`src/rtc_cmos_pkg.sv`:
```
// Constants for the clock status registers and configuration RAM map
package rtc_cmos_pkg;
	localparam int ADDR_W = 6;
	localparam int DATA_W = 8;
	localparam int RAM_DEPTH = 64;
	// Host port selects
	localparam logic PORT_INDEX = 1'h0;
	localparam logic PORT_DATA = 1'h1;
	localparam logic [5:0] IDX_W = 6'h3F;
	// Register indices
	localparam logic [5:0] IDX_CTRL = 6'h0B;
	localparam logic [5:0] IDX_INTERRUPT_FLAGS = 6'h0C;
	localparam logic [5:0] IDX_POWER_VALID_STATUS = 6'h0D;
	localparam logic [5:0] IDX_DIAGNOSTIC_STATUS = 6'h0E;
	localparam logic [5:0] IDX_SHUTDOWN_STATUS = 6'h0F;
	localparam logic [5:0] IDX_FLOPPY_TYPE = 6'h10;
	localparam logic [5:0] IDX_FIRST_HARD_DISK_TYPE = 6'h11;
	localparam logic [5:0] IDX_SECOND_HARD_DISK_TYPE = 6'h12;
	localparam logic [5:0] IDX_RESERVED_13 = 6'h13;
	localparam logic [5:0] IDX_EQUIPMENT_CONFIG = 6'h14;
	localparam logic [5:0] IDX_BASE_MEMORY_LOW = 6'h15;
	localparam logic [5:0] IDX_BASE_MEMORY_HIGH = 6'h16;
	localparam logic [5:0] IDX_EXPANSION_MEMORY_LOW = 6'h17;
	localparam logic [5:0] IDX_EXPANSION_MEMORY_HIGH = 6'h18;
	localparam logic [5:0] IDX_CRC_FIRST = 6'h10;
	localparam logic [5:0] IDX_CRC_LAST = 6'h31;
	localparam logic [5:0] IDX_CONFIG_CRC_HIGH = 6'h32;
	localparam logic [5:0] IDX_CONFIG_CRC_LOW = 6'h33;
	localparam logic [5:0] IDX_RESERVED_34 = 6'h34;
	localparam logic [5:0] IDX_USABLE_MEMORY_LOW = 6'h35;
	localparam logic [5:0] IDX_USABLE_MEMORY_HIGH = 6'h36;
	localparam logic [5:0] IDX_CENTURY_BCD = 6'h37;
	// Interrupt flag and control bit positions
	localparam int BIT_IRQF = 7;
	localparam int BIT_PF = 6;
	localparam int BIT_AF = 5;
	localparam int BIT_UF = 4;
	localparam int BIT_PWR_VALID = 7;
	localparam logic [7:0] FLAG_EVENT_MASK = 8'h70;
	localparam logic [7:0] CTRL_RESET = 8'h02;
	localparam logic [7:0] BYTE_ZERO = 8'h00;
	// Configuration field encodings
	localparam logic [3:0] FLOPPY_NONE = 4'h0;
	localparam logic [3:0] FLOPPY_360K = 4'h1;
	localparam logic [3:0] FLOPPY_720K = 4'h3;
	localparam logic [3:0] FLOPPY_1M44 = 4'h4;
	localparam logic [7:0] HARD_DISK_NONE = 8'h00;
	localparam logic [1:0] FLOPPY_COUNT_ONE = 2'h0;
	localparam logic [1:0] FLOPPY_COUNT_TWO = 2'h1;
	localparam logic [1:0] DISPLAY_40COL = 2'h1;
	localparam logic [1:0] DISPLAY_80COL = 2'h2;
	localparam logic [1:0] DISPLAY_MONO = 2'h3;
	localparam int DIAG_LOST_POWER = 7;
	localparam int DIAG_BAD_CHECKSUM = 6;
	localparam int DIAG_BAD_EQUIPMENT = 5;
	localparam int DIAG_MEM_MISCOMPARE = 4;
	localparam int DIAG_DRIVE_C_FAIL = 3;
	localparam int DIAG_TIME_INVALID = 2;
	localparam int DIAG_ADAPTER_MISMATCH = 1;
	localparam int DIAG_ADAPTER_TIMEOUT = 0;
endpackage

```
`src/rtc_cmos.sv`:
```
// Clock status registers and indexed configuration RAM behind two ports
//
// Summary of operation
// - Periodic event sets flag bit 6 of the interrupt flag register.
// - Alarm event sets flag bit 5 of the interrupt flag register.
// - Update-ended event sets flag bit 4 of the interrupt flag register.
// - Bit 7 summarises a pending interrupt; bits 6 to 4 give its types.
// - Control bits 6, 5, 4 enable the three interrupts; flag bits 3-0 zero.
// - Power-valid bit 7 is read-only and follows the power-sense input.
// - Floppy byte: first drive upper nibble, second lower; fixed codes.
// - Byte 011 holds first hard disk type; 00 means none.
// - Byte 012 holds second hard disk type; 00 means none.
// - Equipment bits 7,6 give floppy count: 00 one, 01 two.
// - Equipment bits 5,4 give display mode: 01, 10, 11.
// - Equipment bit 1 coprocessor present, bit 0 floppy present.
// - Bytes 015/016 hold base memory 1KB block count, low first.
// - Bytes 017/018 hold expansion memory 1KB block count.
// - CRC over 010 to 031 stored high at 032, low at 033.
// - Bytes 035/036 hold usable memory above 1MB, 1KB blocks.
// - Byte 037 holds the century as two BCD digits.
// - Index port bits 5-0 select the byte the data port reaches.
`timescale 1ns/1ns
module rtc_cmos
	import rtc_cmos_pkg::*;
#(
	parameter int RAM_WORDS = RAM_DEPTH
) (
	// Clock and reset
	input wire logic core_clk,
	input wire logic rst_n,
	// Host port access, one-cycle strobes
	input wire logic host_sel,
	input wire logic host_wr,
	input wire logic host_rd,
	input wire logic [DATA_W-1:0] host_wdata,
	output logic [DATA_W-1:0] host_rdata,
	// Time-base events, one-cycle pulses from the counter logic
	input wire logic periodic_evt,
	input wire logic alarm_evt,
	input wire logic update_evt,
	// Battery power sense pin
	input wire logic power_sense,
	// Interrupt request and control bits for the time base
	output logic irq,
	output logic [DATA_W-1:0] ctrl_out,
	output logic nmi_mask
);
	import rtc_cmos_pkg::*;

	// The index port reaches exactly the full index space
	if (RAM_WORDS != RAM_DEPTH) begin
		$error("RAM_WORDS must equal the 64-byte index space");
	end

	////////////////////////////////////////////////////////////////////////
	logic [ADDR_W-1:0] index_r;
	logic nmi_mask_r;
	logic [DATA_W-1:0] ctrl_r;
	logic [2:0] flags_r;
	logic [DATA_W-1:0] ram_r [RAM_WORDS];
	logic [DATA_W-1:0] rdata_r;
	logic [2:0] sense_sync_r;
	logic power_ok_r;
	logic irq_r;

	logic wr_index;
	logic wr_data;
	logic rd_data;
	logic [2:0] evt_in;
	logic [2:0] flags_nxt;
	logic flag_read;
	logic pending;

	assign wr_index = host_wr && host_sel == PORT_INDEX;
	assign wr_data = host_wr && host_sel == PORT_DATA;
	assign rd_data = host_rd && host_sel == PORT_DATA;
	assign flag_read = rd_data && index_r == IDX_INTERRUPT_FLAGS;
	// Flag order is {periodic, alarm, update-ended}
	assign evt_in = {periodic_evt, alarm_evt, update_evt};

	// Set wins over the read-clear so an event in the read cycle survives
	always_comb begin
		flags_nxt = flags_r;
		if (flag_read)
			flags_nxt = 3'h0;
		flags_nxt = flags_nxt | evt_in;
	end

	// Gated summary of pending enabled sources
	assign pending = |(flags_r & ctrl_r[BIT_PF:BIT_UF]);

	////////////////////////////////////////////////////////////////////////
	// Index port; NMI mask sits on bit 7 and powers up masked
	always_ff @(posedge core_clk) begin
		if (!rst_n) begin
			index_r <= IDX_POWER_VALID_STATUS;
			nmi_mask_r <= 1'b1;
		end else if (wr_index) begin
			index_r <= host_wdata[ADDR_W-1:0] & IDX_W;
			nmi_mask_r <= host_wdata[DATA_W-1];
		end
	end

	// Interrupt enable control byte
	always_ff @(posedge core_clk) begin
		if (!rst_n)
			ctrl_r <= CTRL_RESET;
		else if (wr_data && index_r == IDX_CTRL)
			ctrl_r <= host_wdata;
	end

	always_ff @(posedge core_clk) begin
		if (!rst_n)
			flags_r <= 3'h0;
		else
			flags_r <= flags_nxt;
	end

	// Request drops in the cycle after the flag read
	always_ff @(posedge core_clk) begin
		if (!rst_n)
			irq_r <= 1'b0;
		else
			irq_r <= |(flags_nxt & ctrl_r[BIT_PF:BIT_UF]);
	end

	// Power-sense pin: three stages, change taken once stages two and three agree
	always_ff @(posedge core_clk) begin
		if (!rst_n) begin
			sense_sync_r <= 3'h0;
			power_ok_r <= 1'b0;
		end else begin
			sense_sync_r <= {sense_sync_r[1:0], power_sense};
			if (sense_sync_r[1] == sense_sync_r[2])
				power_ok_r <= sense_sync_r[2];
		end
	end

	// Configuration RAM keeps its content over a system reset, as battery RAM
	// would; the diagnostic and configuration bytes are plain storage here
	always_ff @(posedge core_clk) begin
		if (wr_data && index_r > IDX_POWER_VALID_STATUS)
			ram_r[index_r] <= host_wdata;
	end

	////////////////////////////////////////////////////////////////////////
	// Read data is captured on the data-port read strobe
	always_ff @(posedge core_clk) begin
		if (!rst_n)
			rdata_r <= BYTE_ZERO;
		else if (rd_data) begin
			if (index_r == IDX_INTERRUPT_FLAGS)
				rdata_r <= {pending, flags_r, 4'h0};
			else if (index_r == IDX_POWER_VALID_STATUS)
				rdata_r <= {power_ok_r, 7'h00};
			else if (index_r == IDX_CTRL)
				rdata_r <= ctrl_r;
			else if (index_r < IDX_CTRL)
				rdata_r <= BYTE_ZERO;
			else
				rdata_r <= ram_r[index_r];
		end
	end

	assign host_rdata = rdata_r;
	assign irq = irq_r;
	assign ctrl_out = ctrl_r;
	assign nmi_mask = nmi_mask_r;
endmodule

```
`config.mk`:
```
export PLATFORM = sky130hd
export DESIGN_NAME = rtc_cmos
export DESIGN_NICKNAME = d
export VERILOG_FILES = /design/src/rtc_cmos_pkg.sv /design/src/rtc_cmos.sv
export SDC_FILE = /design/constraint.sdc
export NUM_CORES = 1
export LEC_CHECK = 0
export ABC_AREA = 1
export BUFFER_PORTS_ARGS = -buffer_cell sky130_fd_sc_hd__clkbuf_2
export CORE_MARGIN = 3
export CORE_UTILIZATION = 65
export CTS_CLUSTER_SIZE = 10
export DETAILED_ROUTE_END_ITERATION = 10
export GPL_TIMING_DRIVEN = 0
export MAX_ROUTING_LAYER = met4
export PLACE_DENSITY_LB_ADDON = 0.25
export SYNTH_ARGS = -nofsm -noshare
export SYNTH_HDL_FRONTEND = slang
export SYNTH_SLANG_ARGS = --single-unit
```
`constraint.sdc`:
```
create_clock -name core_clk -period 3.1 [get_ports core_clk]
set_input_delay 0.31 -clock core_clk [delete_from_list [all_inputs] [get_ports core_clk]]
set_output_delay 0.31 -clock core_clk [all_outputs]
set_load 0.005 [all_outputs]
```
==> results of run 1 <==
worst max-delay path: stages, from the launching register on:
cell	delay [ns]
dfxtp_1	0.41
nor2_1	0.13
nand2_1	0.20
nor2_1	0.06
nand2_1	0.07
nand3_1	0.13
inv_1	0.21
nand4_1	0.46
nor2_1	1.02
worst paths after layout:
path / endpoint / slack, ns / cells after the start
setup / recovery: ram_r[57][0]$_DFFE_PP_ / 0.02 / 8
hold / removal: irq$_SDFF_PN0_ / 0.07 / 5
setup reg to reg: ram_r[57][0]$_DFFE_PP_ / 0.02 / 8
hold reg to reg: sense_sync_r[1]$_SDFF_PN0_ / 0.42 / 2
cell families (layout without fill, tap and decap cells):
family	count (synthesis)	after routing	share of synthesized area
buffers and inverters	143	277	0.0385
and+or+nand+nor	1237	1237	0.233
DFF	549	549	0.719
other	1	113	0.000167
AOI/OAI and AO/OA	37	37	0.00999
layout make-up:
cell class	count	area, µm²
clock buffer	85	1640
timing repair buffer	45	339
tap	448	561
sequential	549	16100
antenna	1	2.50
inverter	30	115
clock inverter	4	96.3
fill	2124	8290
buffer	113	748
multi-input combinational	1386	5880
flip-flops by register name, summed over array words and instances, names as in the netlist, named ones only:
| signal | cells |
|---|---|
| flags_r | 3 |
| host_rdata | 8 |
| index_r | 6 |
| sense_sync_r | 3 |
| power_ok_r | 1 |
| ram_r | 512 |
| ctrl_out | 8 |
| irq | 1 |
| nmi_mask | 1 |
repair_timing:
item,CTS,global route
hold buffers,5,0
endpoints found under the hold margin,4,0
gates resized for setup,0,5
endpoints found under the setup margin,0,32
power groups by stage:
stage               sequential (W)  combinational (W)  clock [W]
floorplan                  0.00845           0.000776          0
global placement           0.00846            0.00134          0
detailed placement         0.00847            0.00138          0
CTS                        0.00832            0.00140    0.00645
global route               0.00832            0.00157    0.00676
finish                     0.00831            0.00147    0.00648
stage by stage:
stage          utilization  TNS [ns]  instance area (µm²)  hold WS [ns]
3_3_place_gp         0.698         0                23600         0.401
6_report             0.755         0                25500        0.0710
2_1_floorplan            -         0                22800         0.390
4_1_cts              0.752         0                25400        0.0677
5_1_grt              0.755   -0.0206                25500         0.136
3_5_place_dp         0.699         0                23600         0.412
cells in the final DEF, fill, tap and decap left out, types with 27 or more instances in the layout:
| master | netlist | final |
|---|---|---|
| clkbuf_1 | 22 | 44 |
| nand2_1 | 713 | 713 |
| inv_1 | 27 | 27 |
| edfxtp_1 | 512 | 512 |
| buf_2 | 36 | 40 |
| conb_1 | 1 | 112 |
| nor2_1 | 70 | 65 |
| dfxtp_1 | 37 | 37 |
| clkbuf_16 | 0 | 61 |
| clkbuf_2 | 0 | 27 |
| nand3_1 | 446 | 446 |
routing by layer:
layer / vias to the layer above / share of wire / routed length (µm)
li1: 7177 / - / -
met1: 7817 / 0.36 / 24400
met2: 1291 / 0.46 / 31100
met3: 230 / 0.14 / 9660
met4: 0 / 0.045 / 3100
met5: - / 0 / 0
==> impl_metrics.toml, run 1 <==
[global_route]
antenna_found_initial = 1
grt_pass1_vias = 15931
grt_util_met1 = 0.507
grt.met2_usage = 0.583
grt_pass1_wl_um = 98900
busiest_layer = "met2"
met3_usage = 0.111
overflow = 0
grt_usage = 0.388
grt_max_degree = 67

[pwr]
comb_power_share = 0.090
p_sw_w = 0.00392
clockPowerShare = 0.398
p_int_w = 0.0123
power.leakage_nw = 9.66
swShare = 0.241
vdd_drop_max_v = 0.000526
power.density_mw_per_mm2 = 638
seqPwrFrac = 0.511
power_w = 0.0163

[critical_path]
timing.rr.start = "index_r[5]$_SDFFE_PN0P_"
crit_start = "index_r[5]$_SDFFE_PN0P_"
endpoint_kind = "flop"
worst_ep_required_time_ns = 3.34
arrival_ns = 3.32
worstPathMaxFanout = 8
crit_type = "reg -> reg"
cp-start-kind = "flop"

[place]
place_inst = 2562
dp_slack_ns = 0.101
hpwlAfterDp_um = 43800
port_buffers = 34
gp_congestion = 1.00

[clock_network]
clk_path_buf_depth = 3
cts-root-buf = "clkbuf_16"
h-tree-depth = 2
cts_tree = "built"
cts_buffers = 61
cts_setup_buffers = 0
clk_pin_slew_worst_paths_ns = 0.06
clock-sinks = 549
clock_latency_ns = 0.65

[yosys]
yosysMostFrequentCell = "nand2_1"
synthFlopType = "edfxtp_1"
synth_async_sr_flop_share = 0
synth.top_cells.by_count = "nand2_1 (713), edfxtp_1 (512), nand3_1 (446)"
yosys-top-cells-area = "edfxtp_1 (69%), nand2_1 (12%), nand3_1 (10%)"
ys_ff_latch = 549
synth_top_area_share = 0.686
synthDistinctLibCells = 25
avgSynthCellArea_um2 = 11.4
syn_area_mm2 = 0.0224
yosys_warnings = 0
yosysTopAreaCell = "edfxtp_1"
syn_inst = 1967
synth_edf_count = 512
synth_seq_area_share = 0.719

[floorplanning]
fp.dieW_um = 192
ios = 35
die_h_um = 192
fp.dieArea_mm2 = 0.0368
coreArea_mm2 = 0.0338
initial_utilization = 0.664
rows = 67

[job]
maxCapViolations = 0

[route]
wl_per_cell_um = 25.7
drt-initial-drc-count = 2455
dr.pass1.iters = 6
antenna_violating_nets_post_route = 0
route.detailed.drc = 0
wirelength_um = 68300
post_drt_via_cell_ratio = 6.21
routed-via-count = 16515

[sta]
relSlewSlack = 0.208
worst_pin_slew_ns = 1.18
max_freq_mhz = 325
fin_ws_ns = 0.0189
setup_viol = 0
fin_crit_ns = 3.08
finalMaxSlewViolations = 0
fin_crit_sh = 0.994
final-hold-violation-count = 0
clock_skew_ns = 0.0321

[layout]
area_growth_pct = 13.7
final_nets = 2203
finalNonFillerCells = 2661
drive_above_1_share = 0.0922

[hold_path]
min-delay-start = "periodic_evt"
holdCritPathClass = "in -> reg"

[run_status]
status = "finished clean"
Note: power is estimated with default switching activity, not from simulation.
==> run 2: changes to the inputs <==
--- a/config.mk
+++ b/config.mk
@@ -13,7 +13,7 @@
 export DETAILED_ROUTE_END_ITERATION = 10
 export GPL_TIMING_DRIVEN = 0
 export MAX_ROUTING_LAYER = met4
-export PLACE_DENSITY_LB_ADDON = 0.25
+export PLACE_DENSITY = 0.79
 export SYNTH_ARGS = -nofsm -noshare
 export SYNTH_HDL_FRONTEND = slang
 export SYNTH_SLANG_ARGS = --single-unit
==> impl_metrics.toml, run 2 (synthesized netlist as in run 1, its figures left out) <==
[run_status]
status = "finished clean"

[sta]
rsz0062_at_grt = "yes"
finalMaxSlewViolations = 0
fin_crit_sh = 0.985
relSlewSlack = 0.131
fin_crit_ns = 3.05
final-hold-violation-count = 0
worst_pin_slew_ns = 1.30
clock_skew_ns = 0.0169
fin_ws_ns = 0.0456
setup_viol = 0
max_freq_mhz = 327

[global_route]
grt_pass1_wl_um = 96900
overflow = 0
grt_usage = 0.380
grt_pass1_vias = 15672
antenna_found_initial = 0
grt_max_degree = 67

[layout]
layout_common_cells = "nand2_1 (713), edfxtp_1 (512), nand3_1 (446)"
final_nets = 2201
regMostFlops = "ram_r"
drive_above_1_share = 0.0909
layout.cells.most_common = "nand2_1"
diodes = 0
largest_reg_flops = 512
area_growth_pct = 13.3

[route]
antenna_violating_nets_post_route = 0
drt-initial-drc-count = 2436
route.detailed.drc = 0
routed-via-count = 16380
dr.pass1.iters = 5
wirelength_um = 66800
wl_per_cell_um = 25.1
post_drt_via_cell_ratio = 6.16

[floorplanning]
ios = 35
rows = 67
fp.dieArea_mm2 = 0.0368
die_h_um = 192
coreArea_mm2 = 0.0338
fp.dieW_um = 192
initial_utilization = 0.664

[pwr]
power_w = 0.0162
power.leakage_nw = 9.62
vdd_drop_max_v = 0.000840
power.density_mw_per_mm2 = 636

[critical_path]
crit_chain = "nor2_1, nand2_1, nor2_1, nand2_1, nand3_1, inv_1, nand4_1, nor2_1"
cp-start-kind = "flop"
cp_common_cell = "nor2_1"
r2r_slack_ns = 0.05
crit_buf_inv = 1
worst_ep_required_time_ns = 3.32
arrival_ns = 3.27
max_stage_delay_ns = 1.05
worstPathMaxFanout = 8
slowest_stage = "nor2_1"
endpoint_kind = "flop"
critPathTopFamily = "simple AND/OR/NAND/NOR gates"
crit_type = "reg -> reg"

[place]
dp_slack_ns = 0.107
hpwlAfterDp_um = 42300
gp_congestion = 1.02
port_buffers = 34

[clock_network]
cts_setup_buffers = 0
clock-sinks = 549
clk_path_buf_depth = 3
h-tree-depth = 2
clk_pin_slew_worst_paths_ns = 0.06
cts-root-buf = "clkbuf_16"
cts_buffers = 61
cts_tree = "built"
clock_latency_ns = 0.61

[job]
maxCapViolations = 0

[hold_path]
holdCritPathClass = "in -> reg"
-- run 2: cell types whose count changed in the layout (fill, tap and decap cells not counted), sizes merged --
cell    delta
inv        +1
buf        -3
clkbuf     +2
diode      -1
clkinv     -1
-- run 2: per-layer routing --
| layer | part of all wire | vias to the layer above | GRT usage |
|---|---|---|---|
| met5 | 0 | - | - |
| met4 | 0.039 | 0 | 0.135 |
| met3 | 0.13 | 174 | 0.101 |
| met2 | 0.46 | 1149 | 0.574 |
| met1 | 0.36 | 7885 | 0.507 |
| li1 | - | 7172 | - |
-- run 2: what timing repair did --
item | CTS | global route
hold buffers | 5 | 0
gates resized for setup | 0 | 7
setup endpoints to repair | 0 | 86
endpoints found under the hold margin | 4 | 0
-- run 2: area by class of cell --
class                      count  area, µm²
sequential                   549      16100
timing repair buffer          43        304
buffer                       113        748
inverter                      30        115
clock buffer                  86       1620
clock inverter                 4       51.3
tap                          448        561
fill                        2206       8380
multi-input combinational   1386       5890
-- run 2: report_power, final --
part | internal [W] | total (W) | switching (W)
clock | 0.00364 | 0.00639 | 0.00275
combinational | 0.000376 | 0.00145 | 0.00107
sequential | 0.00826 | 0.00831 | 0.0000526
-- run 2: tightest hold or removal path: cells and delay by family --
family	cells	cell delay [ns]
and+or+nand+nor	3	0.27
buffers and inverters	1	0.07
AOI/OAI and AO/OA	1	0.04
-- run 2: path summary, 6_finish.rpt --
kind                                   start                    endpoint  cells after the start
hold / removal                  periodic_evt              irq$_SDFF_PN0_                      5
setup / recovery     index_r[5]$_SDFFE_PN0P_      ram_r[15][6]$_DFFE_PP_                      8
setup reg to reg     index_r[5]$_SDFFE_PN0P_      ram_r[15][6]$_DFFE_PP_                      8
hold reg to reg   sense_sync_r[1]$_SDFF_PN0_  sense_sync_r[2]$_SDFF_PN0_                      2
-- run 2: per-stage QoR --
stage | cell area (µm²) | std cells | setup TNS (ns) | utilization | hold WS [ns]
2_1_floorplan | 22800 | 2078 | 0 | - | 0.390
3_3_place_gp | 23600 | 2560 | 0 | 0.698 | 0.398
3_5_place_dp | 23600 | 2561 | 0 | 0.699 | 0.403
4_1_cts | 25300 | 2656 | 0 | 0.750 | 0.120
5_1_grt | 25400 | 2659 | -2.73 | 0.752 | 0.141
6_report | 25400 | 2659 | 0 | 0.752 | 0.118
==> run 3: changes to the inputs <==
--- a/config.mk
+++ b/config.mk
@@ -14,6 +14,7 @@
 export GPL_TIMING_DRIVEN = 0
 export MAX_ROUTING_LAYER = met4
 export PLACE_DENSITY = 0.79
+export RECOVER_POWER = 50
 export SYNTH_ARGS = -nofsm -noshare
 export SYNTH_HDL_FRONTEND = slang
 export SYNTH_SLANG_ARGS = --single-unit
==> impl_metrics.toml, run 3 (synthesized netlist as in run 1, its figures left out) <==
[layout]
area_growth_pct = 13.0
largest_reg_flops = 512
layout_common_cells = "nand2_1 (713), edfxtp_1 (512), nand3_1 (446)"
regMostFlops = "ram_r"
final_nets = 2201
fin_area_mm2 = 0.0253
layout.cells.most_common = "nand2_1"
diodes = 0
drive_above_1_share = 0.0882

[sta]
fin_crit_ns = 3.05
final-hold-violation-count = 0
max_freq_mhz = 328
fin_ws_ns = 0.0513
relSlewSlack = -0.185
fin_crit_sh = 0.983
finalMaxSlewViolations = 541
setup_viol = 0
worst_pin_slew_ns = 1.78
rsz0062_at_grt = "yes"
clock_skew_ns = 0.0211

[pwr]
power.leakage_nw = 9.58
seqPwrFrac = 0.516
vdd_drop_max_v = 0.000843
clockPowerShare = 0.395
p_int_w = 0.0123
power.density_mw_per_mm2 = 637
p_sw_w = 0.00386
swShare = 0.239
comb_power_share = 0.089

[place]
gp_congestion = 1.02
port_buffers = 34
dp_slack_ns = 0.107
post_dp_cell_area_mm2 = 0.0236
hpwlAfterDp_um = 42300

[global_route]
overflow = 0
antenna_found_initial = 0
grt_max_degree = 67
grt_pass1_wl_um = 96900
grt_usage = 0.380
grt_pass1_vias = 15672

[job]
maxCapViolations = 11

[critical_path]
timing.rr.end = "ram_r[15][6]$_DFFE_PP_"
r2r_slack_ns = 0.05
crit_start = "index_r[5]$_SDFFE_PN0P_"
timing.rr.start = "index_r[5]$_SDFFE_PN0P_"
endpoint = "ram_r[15][6]$_DFFE_PP_"
worstPathMaxFanout = 8
cp.depth = 8
arrival_ns = 3.27
crit_chain = "nor2_1, nand2_1, nor2_1, nand2_1, nand3_1, inv_1, nand4_1, nor2_1"
cp_common_cell = "nor2_1"
reg2reg_depth = 8
crit_buf_inv = 1
max_stage_delay_ns = 1.05
cp-start-kind = "flop"
critPathTopFamily = "simple AND/OR/NAND/NOR gates"
endpoint_kind = "flop"
crit_type = "reg -> reg"
worst_ep_required_time_ns = 3.32
slowest_stage = "nor2_1"

[floorplanning]
fp.dieArea_mm2 = 0.0368
fp.dieW_um = 192
coreArea_mm2 = 0.0338
rows = 67
die_h_um = 192
initial_utilization = 0.664
ios = 35

[hold_path]
holdCritPathClass = "in -> reg"
min-delay-start = "periodic_evt"
hold_path_depth = 5

[run_status]
failed_checks = "capacitance limit, slew limit"
status = "finished with violations"

[clock_network]
clk_pin_slew_worst_paths_ns = 0.06
cts-root-buf = "clkbuf_16"
cts_tree = "built"
clock-sinks = 549
h-tree-depth = 2
clk_path_buf_depth = 3
cts_buffers = 61
cts_setup_buffers = 0
clock_latency_ns = 0.61

[route]
route.detailed.drc = 0
antenna_violating_nets_post_route = 0
post_drt_via_cell_ratio = 6.13
routed-via-count = 16292
dr.pass1.iters = 7
wl_per_cell_um = 25.1
drt-initial-drc-count = 2263
wirelength_um = 66700
==> run 3: cell count changes in the layout (fill, tap and decap cells not counted) <==
cell      change
buf_12        -3
buf_2         -3
clkbuf_4      -5
clkbuf_1      +6
clkbuf_2      +5
==> run 3: how the worst min path moves through the flow <==
stage,to
final,irq$_SDFF_PN0_
after global routing,irq$_SDFF_PN0_
after CTS,irq$_SDFF_PN0_
after detailed placement,sense_sync_r[1]$_SDFF_PN0_
after global placement,sense_sync_r[1]$_SDFF_PN0_
after floorplan,sense_sync_r[1]$_SDFF_PN0_
==> run 3: layout make-up <==
| type | instances | area [µm²] |
|---|---|---|
| repair buffers | 43 | 239 |
| flip-flops and latches | 549 | 16100 |
| well taps | 448 | 561 |
| fillers | 2219 | 8450 |
| clock inverters | 4 | 51.3 |
| multi-input cells | 1386 | 5890 |
| inverters | 30 | 115 |
| clock buffers | 86 | 1620 |
| plain buffers | 113 | 748 |
==> run 3: power by group through the flow <==
stage                     logic (W)  registers, W  clock network [W]
after floorplan            0.000776       0.00845                  0
after global placement      0.00133       0.00846                  0
after detailed placement    0.00136       0.00847                  0
after CTS                   0.00138       0.00832            0.00636
after global routing        0.00153       0.00833            0.00665
final                       0.00143       0.00832            0.00638
==> run 3: repair_timing <==
item,CTS,global route
endpoints found under the setup margin,0,86
hold buffers,5,0
resized for setup,0,7
endpoints found under the hold margin,4,0
==> run 3: stage by stage <==
step	instances	setup TNS [ns]	hold slack (ns)	utilization	power [W]
floorplan	2078	0	0.390	-	0.00922
global placement	2560	0	0.398	0.698	0.00979
detailed placement	2561	0	0.403	0.699	0.00983
CTS	2656	0	0.120	0.750	0.0161
global route	2659	-2.73	0.141	0.750	0.0165
finish	2659	0	0.122	0.750	0.0161
==> run 3: worst min-delay path, cell delays in order <==
cell      delay [ns]
clkbuf_2        0.07
a21oi_1         0.04
nor2_1          0.12
nand2_1         0.07
nand3_1         0.08
==> run 3: per-layer routing <==
metal / share of wire / up-vias / routed length (µm) / global-route usage
met5: 0 / - / 0 / -
met3: 0.13 / 172 / 8840 / 0.101
li1: - / 7163 / - / -
met4: 0.038 / 0 / 2520 / 0.135
met1: 0.37 / 7842 / 24400 / 0.507
met2: 0.46 / 1115 / 30900 / 0.574
